File: config.mk
export PLATFORM = sky130hd
export DESIGN_NAME = cer_top
export DESIGN_NICKNAME = d
export VERILOG_FILES = /design/src/cer_pkg.sv /design/src/cer_req_if.sv /design/src/cer_issue_gate.sv /design/src/cer_tb_flush.sv /design/src/cer_top.sv
export VERILOG_INCLUDE_DIRS = /design/src
export SDC_FILE = /design/constraint.sdc
export NUM_CORES = 1
export LEC_CHECK = 0
export BUFFER_PORTS_ARGS = -buffer_cell sky130_fd_sc_hd__buf_2
export CORE_AREA = 2 2 54 56
export CTS_BUF_LIST = sky130_fd_sc_hd__clkbuf_16
export DETAILED_ROUTE_END_ITERATION = 10
export DIE_AREA = 0 0 56 58
export GPL_TIMING_DRIVEN = 0
export PLACE_DENSITY = 0.76
export SKIP_CTS_REPAIR_TIMING = 1
export SLEW_MARGIN = 40
export SYNTH_ARGS = -nofsm -noshare
export SYNTH_HDL_FRONTEND = slang
export SYNTH_SLANG_ARGS = --single-unit
export TNS_END_PERCENT = 50
File: constraint.sdc
create_clock -name clock -period 1.77 [get_ports clock]
set_clock_uncertainty 0.15 [all_clocks]
set_input_delay 0.354 -clock clock [delete_from_list [all_inputs] [get_ports clock]]
set_output_delay 0.354 -clock clock [all_outputs]
set_load 0.03 [all_outputs]
File: src/cer_map.svh
// Constants and overview for cache error recovery control
`ifndef CER_MAP_SVH
`define CER_MAP_SVH
// Overview of operation
// - Nonexistent read sets timeout, noack, hard interrupt
// - Bridge returns read error; fill status locks, soft interrupt
// - I/O references wait until instruction executes
// - Writes wait for data; only memory reads speculate
// - Only conditional mispredictions cause wrong-path fetches
// - Wrong-path access violation discarded on mispredict
// - Primary cache stays coherent in transition mode
// - Return-from-exception flushes instruction cache
// - Translation parity error invalidates whole buffer
// - Load process context clears process entries
`define CER_BER_TIMEOUT_BIT 0
`define CER_BER_NOACK_BIT 1
`define CER_FES_RDE_BIT 0
`define CER_FES_LOCK_BIT 1
`define CER_BC_MODE_W 2
`define CER_BC_OFF 2'h0
`define CER_BC_ON 2'h1
`define CER_BC_ETM 2'h2
`endif

File: src/cer_pkg.sv
// Types for cache error recovery control
package cer_pkg;
   typedef logic [1:0] cer_bc_mode_t;
   typedef enum logic [1:0] {CER_REQ_MEM_READ, CER_REQ_MEM_WRITE, CER_REQ_IO} cer_req_kind_t;
endpackage

File: src/cer_req_if.sv
// Interface carrying a speculative request between gate and top
`timescale 1ns/1ps
interface cer_req_if;
   import cer_pkg::*;
   logic valid;
   cer_req_kind_t kind;
   logic speculative;
   logic executing;
   logic data_ready;
   logic issue;
   modport src (output valid, output kind, output speculative, output executing, output data_ready, input issue);
   modport gate (input valid, input kind, input speculative, input executing, input data_ready, output issue);
endinterface

File: src/cer_issue_gate.sv
// Issue gating of speculative references
`timescale 1ns/1ps
module cer_issue_gate (
   cer_req_if.gate req
);
   import cer_pkg::*;
   always_comb begin
      req.issue = 1'b0;
      if (req.valid) begin
         case (req.kind)
            CER_REQ_MEM_READ: req.issue = 1'b1;
            CER_REQ_MEM_WRITE: req.issue = req.data_ready && !req.speculative;
            CER_REQ_IO: req.issue = req.executing && !req.speculative;
            default: req.issue = 1'b0;
         endcase
      end
   end
endmodule

File: src/cer_tb_flush.sv
// Translation buffer valid bits with invalidate operations
`timescale 1ns/1ps
module cer_tb_flush #(
   parameter int ENTRIES = 8
) (
   input wire logic clock,
   input wire logic rst_b,
   input wire logic fill,
   input wire logic [$clog2(ENTRIES)-1:0] fill_index,
   input wire logic fill_process,
   input wire logic inval_all,
   input wire logic inval_single,
   input wire logic [$clog2(ENTRIES)-1:0] single_index,
   input wire logic clear_process,
   output logic [ENTRIES-1:0] valid
);
   logic [ENTRIES-1:0] proc_space;
   logic [ENTRIES-1:0] next_valid;
   logic [ENTRIES-1:0] next_proc_space;
   always_comb begin
      next_valid = valid;
      next_proc_space = proc_space;
      for (int i = 0; i < ENTRIES; i++) begin
         if (fill && fill_index == i[$clog2(ENTRIES)-1:0]) begin
            next_valid[i] = 1'b1;
            next_proc_space[i] = fill_process;
         end
         if (inval_single && single_index == i[$clog2(ENTRIES)-1:0]) begin
            next_valid[i] = 1'b0;
         end
         if (clear_process && proc_space[i]) begin
            next_valid[i] = 1'b0;
         end
      end
      if (inval_all) begin
         next_valid = '0;
      end
   end
   always_ff @(posedge clock) begin
      if (!rst_b) begin
         valid <= '0;
         proc_space <= '0;
      end else begin
         valid <= next_valid;
         proc_space <= next_proc_space;
      end
   end
   chk_translation_invalidate_all_clears: assert property (@(posedge clock) disable iff (!rst_b)
      inval_all |=> valid == '0) else $error("invalidate-all left valid entries");
   chk_load_process_context_instr_proc: assert property (@(posedge clock) disable iff (!rst_b)
      (clear_process && !fill) |=> (valid & $past(proc_space)) == '0) else $error("process entry survived");
endmodule

File: src/cer_top.sv
// Cache error recovery control top
`timescale 1ns/1ps
`include "cer_map.svh"
module cer_top #(
   parameter int TB_ENTRIES = 8
) (
   input wire logic clock,
   input wire logic rst_b,
   input wire logic nxm_read,
   input wire logic ber_clear,
   input wire logic fes_clear,
   output logic [1:0] bus_error_register,
   output logic [1:0] fill_error_status_register,
   output logic hard_error_irq,
   output logic soft_error_irq,
   output logic read_data_error,
   input wire logic req_valid,
   input wire cer_pkg::cer_req_kind_t req_kind,
   input wire logic req_speculative,
   input wire logic req_executing,
   input wire logic req_data_ready,
   output logic req_issue,
   input wire logic prefetch_wrong_path,
   input wire logic branch_conditional,
   input wire logic mispredict,
   input wire logic prefetch_acv,
   output logic acv_pending,
   output logic acv_fault,
   output logic wrong_path_drop,
   input wire logic icache_enable,
   input wire logic pcache_enable,
   input wire logic [1:0] bcache_mode,
   output logic icache_on,
   output logic pcache_on,
   output logic pcache_coherent,
   input wire logic rei_exec,
   output logic icache_flush,
   input wire logic tb_fill,
   input wire logic [$clog2(TB_ENTRIES)-1:0] tb_fill_index,
   input wire logic tb_fill_process,
   input wire logic tb_parity_error,
   input wire logic tb_inval_all,
   input wire logic tb_inval_single,
   input wire logic [$clog2(TB_ENTRIES)-1:0] tb_single_index,
   input wire logic load_process_context_instr_exec,
   output logic [TB_ENTRIES-1:0] tb_valid
);
   import cer_pkg::*;

   // ****************************************
   // Error reporting
   // ****************************************
   logic [1:0] next_ber;
   logic [1:0] next_fes;
   logic next_rde;
   always_comb begin
      next_ber = bus_error_register;
      next_fes = fill_error_status_register;
      if (ber_clear) begin
         next_ber = 2'h0;
      end
      if (fes_clear) begin
         next_fes = 2'h0;
      end
      if (nxm_read) begin
         next_ber[`CER_BER_TIMEOUT_BIT] = 1'b1;
         next_ber[`CER_BER_NOACK_BIT] = 1'b1;
      end
      next_rde = nxm_read;
      if (read_data_error) begin
         next_fes[`CER_FES_RDE_BIT] = 1'b1;
         next_fes[`CER_FES_LOCK_BIT] = 1'b1;
      end
   end
   always_ff @(posedge clock) begin
      if (!rst_b) begin
         bus_error_register <= 2'h0;
         fill_error_status_register <= 2'h0;
         read_data_error <= 1'b0;
      end else begin
         bus_error_register <= next_ber;
         fill_error_status_register <= next_fes;
         read_data_error <= next_rde;
      end
   end
   assign hard_error_irq = |bus_error_register;
   assign soft_error_irq = fill_error_status_register[`CER_FES_LOCK_BIT];

   chk_nxm_hard: assert property (@(posedge clock) disable iff (!rst_b)
      nxm_read |=> hard_error_irq && bus_error_register == 2'h3) else $error("no hard error on nxm");
   chk_nxm_soft: assert property (@(posedge clock) disable iff (!rst_b)
      nxm_read |=> ##1 soft_error_irq && fill_error_status_register == 2'h3) else $error("no soft error");

   // ****************************************
   // Speculative issue gating
   // ****************************************
   cer_req_if req ();
   assign req.valid = req_valid;
   assign req.kind = req_kind;
   assign req.speculative = req_speculative;
   assign req.executing = req_executing;
   assign req.data_ready = req_data_ready;
   assign req_issue = req.issue;
   cer_issue_gate u_gate (
      .req(req)
   );
   chk_io_wait: assert property (@(posedge clock) disable iff (!rst_b)
      (req_issue && req_kind == CER_REQ_IO) |-> req_executing && !req_speculative)
      else $error("speculative io issued");
   chk_write_wait: assert property (@(posedge clock) disable iff (!rst_b)
      (req_issue && req_kind == CER_REQ_MEM_WRITE) |-> req_data_ready && !req_speculative)
      else $error("write without data");

   // ****************************************
   // Wrong-path access violations
   // ****************************************
   logic next_acv_pending;
   logic next_acv_fault;
   logic next_drop;
   logic wrong_path_ok;
   always_comb begin
      wrong_path_ok = prefetch_wrong_path && branch_conditional;
      next_acv_pending = acv_pending;
      next_acv_fault = 1'b0;
      next_drop = 1'b0;
      if (mispredict && acv_pending) begin
         next_acv_pending = 1'b0;
         next_drop = 1'b1;
      end
      // New violation in the same cycle wins over the discard
      if (prefetch_acv && wrong_path_ok) begin
         next_acv_pending = 1'b1;
      end else if (prefetch_acv) begin
         next_acv_fault = 1'b1;
      end
   end
   always_ff @(posedge clock) begin
      if (!rst_b) begin
         acv_pending <= 1'b0;
         acv_fault <= 1'b0;
         wrong_path_drop <= 1'b0;
      end else begin
         acv_pending <= next_acv_pending;
         acv_fault <= next_acv_fault;
         wrong_path_drop <= next_drop;
      end
   end
   chk_acv_drop: assert property (@(posedge clock) disable iff (!rst_b)
      (mispredict && acv_pending && !prefetch_acv) |=> wrong_path_drop && !acv_fault) else $error("acv not dropped");
   chk_wp_cond: assert property (@(posedge clock) disable iff (!rst_b)
      (prefetch_acv && prefetch_wrong_path && !branch_conditional) |=> acv_fault)
      else $error("unconditional wrong path accepted");

   // ****************************************
   // Cache enables and coherence
   // ****************************************
   logic next_icache_on;
   logic next_pcache_on;
   logic next_icache_flush;
   always_comb begin
      next_icache_on = icache_enable;
      next_pcache_on = pcache_enable;
      next_icache_flush = rei_exec;
   end
   always_ff @(posedge clock) begin
      if (!rst_b) begin
         icache_on <= 1'b0;
         pcache_on <= 1'b0;
         icache_flush <= 1'b0;
      end else begin
         icache_on <= next_icache_on;
         pcache_on <= next_pcache_on;
         icache_flush <= next_icache_flush;
      end
   end
   // Primary cache snoops memory in every backup mode
   assign pcache_coherent = 1'b1;
   chk_rei_flush: assert property (@(posedge clock) disable iff (!rst_b)
      rei_exec |=> icache_flush) else $error("rei did not flush");
   chk_etm_coh: assert property (@(posedge clock) disable iff (!rst_b)
      (bcache_mode != `CER_BC_ON) |-> pcache_coherent) else $error("primary incoherent");

   // ****************************************
   // Translation buffer
   // ****************************************
   cer_tb_flush #(
      .ENTRIES(TB_ENTRIES)
   ) u_tb (
      .clock(clock),
      .rst_b(rst_b),
      .fill(tb_fill),
      .fill_index(tb_fill_index),
      .fill_process(tb_fill_process),
      .inval_all(tb_inval_all || tb_parity_error),
      .inval_single(tb_inval_single),
      .single_index(tb_single_index),
      .clear_process(load_process_context_instr_exec),
      .valid(tb_valid)
   );
endmodule

==> out/metrics.cfg <==
[synthesis]
syn_avg_cell_area_sq_um = 10.4
synth_cell_types = 28
synth_area_leaders = dfxtp_1 (43%), a2111oi_2 (10%), mux2i_1 (6.9%)
synth_top_cell_area_share_pct = 42.8
yosysWarnings = 0
yosysSeqAreaShare_pct = 42.8
synth_top_area_cell = dfxtp_1
ys_ff_latch = 25
syn-num-nets = 147
syn_area_sq_um = 1170
netlist_instances = 112

[outcome]
violations = negative setup slack
outcome = complete, but fails checks

[placed_design]
place_hpwl_um = 1910
gp_congestion = 0.736
io_buffers = 50
place_area_sq_um = 1470

[floorplan]
ioPinCount = 55
die_h_um = 58
coreArea_sq_um = 2660
start_util_pct = 43.9
die_w_um = 56
rows = 19
die_area_sq_um = 3250

[power]
power_frac_seq_pct = 45.0
p_sw_w = 0.000324
p_sw_share_pct = 25.0
p_int_w = 0.000975
combPwrFrac_pct = 15.9
clockPowerShare_pct = 39.1
power.leakage_nw = 0.713
p_per_area_nw_per_um2 = 801
ir_drop_uv = 856

[clock_network]
cts_inserted_buffers = 3
cts.sinks = 25
clk_latency_ns = 0.26
cts_tree = built
path_clk_slew_ns = 0.06
h-tree-depth = 1
clock_path_buffers = 2
root_buffer = clkbuf_16

[detailed_routing]
vias = 998
wire_per_inst_um = 13.1
dr.pass1.iters = 4
vias_per_cell = 5.07
drc = 0
drt-total-wl_um = 2570
drt_iter0_drc = 6
ant_nets = 0

[run]
max_cap_violations = 0

[setup_path]
critPathArrivalTime_ns = 1.31
worstSetupPathType = in -> out
worstSetupStartpointType = primary input
crit_path_max_fanout = 2
endpoint_kind = primary output
crit_required_ns = 1.27

[timing]
worst_slack_ns = -0.0392
slew_violations = 0
holdWs_ns = 0.123
min_period_ns = 1.81
hold_viol = 0
finalCritPeriodShare_pct = 102
finalSetupViolCount = 1
fmax_mhz = 553
grt_setup_unrepaired = true

[cells_and_area]
final_cell_mix = buf_2 (48), dfxtp_1 (25), nor2b_1 (11), a2111oi_2 (8), mux2i_1 (8)
antenna_cells = 0
final_area_sq_um = 1620
nets = 202
drive_above_1_share_pct = 45.8
area_growth_pct = 38.9
final_common_cell = buf_2

[global_route]
overflow = 0
antenna_found_initial = 0
grt_max_degree = 16
grt_pass1_wl_um = 4110
grt_pass1_vias = 1004
grt_use_total_pct = 16.1

[min_path]
min_path_type = in -> reg

==> final timing paths <==
check	depth (start not counted)	end	slack, ns	startpoint
setup / recovery	7	req_issue	-0.04	req_kind[0]
hold / removal	2	acv_fault	0.12	branch_conditional
setup reg to reg	2	u_tb.valid[3]	0.75	u_tb.proc_space[3]
hold reg to reg	1	fill_error_status_register[0]	0.31	read_data_error
==> layout make-up <==
class / count / area (sq um)
inverters: 6 / 27.5
clock buffers: 3 / 75.1
fillers: 223 / 1040
multi-input cells: 74 / 654
clock inverters: 1 / 7.51
well taps: 31 / 38.8
repair buffers: 50 / 273
flip-flops and latches: 25 / 500
plain buffers: 7 / 46.3
==> Yosys cell counts (all sizes together) <==
| master | instances |
|---|---|
| a2111oi | 8 |
| a21boi | 1 |
| a21oi | 1 |
| a31oi | 1 |
| and2 | 7 |
| and3 | 1 |
| and4bb | 3 |
| buf | 6 |
| clkbuf | 1 |
| conb | 1 |
| dfxtp | 25 |
| ha | 3 |
| inv | 6 |
| mux2 | 1 |
| mux2i | 8 |
| nand2 | 4 |
| nand2b | 2 |
| nand3 | 1 |
| nand4 | 1 |
| nand4b | 3 |
| nor2 | 7 |
| nor2b | 11 |
| nor3 | 2 |
| nor3b | 5 |
| nor4b | 1 |
| o21a | 2 |
==> cell families after synthesis <==
| logic type | share of synthesized area, % |
|---|---|
| fa+ha+maj | 3.21 |
| other cells | 0.321 |
| mux | 7.82 |
| flops | 42.8 |
| compound gates | 13.2 |
| buf+inv | 5.89 |
| simple gates | 26.8 |
==> power by group through the flow <==
stage | registers, W | clock network [W] | logic (W)
final | 0.000585 | 0.000508 | 0.000206
after global routing | 0.000587 | 0.000539 | 0.000221
after CTS | 0.000585 | 0.000517 | 0.000184
after detailed placement | 0.000598 | 0 | 0.000184
after global placement | 0.000597 | 0 | 0.000178
after floorplan | 0.000620 | 0 | 0.0000856
==> registers in the layout, summed over array words and instances, names as in the netlist <==
signal and flops:
pcache_on 1, fill_error_status_register 1, acv_fault 1, read_data_error 1, u_tb.valid 8, icache_flush 1
icache_on 1, wrong_path_drop 1, bus_error_register 1, acv_pending 1, u_tb.proc_space 8
==> metrics by stage <==
stage	utilization, %	instances	TNS [ns]	power [W]	setup slack [ns]
after CTS	58.3	197	-0.264	0.00129	-0.264
after global placement	55.2	193	-0.212	0.000774	-0.212
after floorplan	-	112	0	0.000705	0.0138
after detailed placement	55.2	193	-0.263	0.000781	-0.263
final	60.9	197	-0.0392	0.00130	-0.0392
after global routing	60.9	197	-0.0514	0.00135	-0.0514
==> worst max-delay path, stage by stage <==
cell and delay [ns]:
buf_8 0.10, inv_6 0.05, ha_4 0.12, mux2_4 0.30
a31oi_4 0.16, nor3b_4 0.06, buf_6 0.14
==> per-layer routing <==
layer  wire length, um  vias up  GRT usage, %
met5                 0        -             0
met4                73        0          8.84
met3               178        9          3.57
met2              1360       42          29.4
met1               962      447          17.3
li1                  -      500             -
No activity file was read; power rests on OpenSTA's default activity.
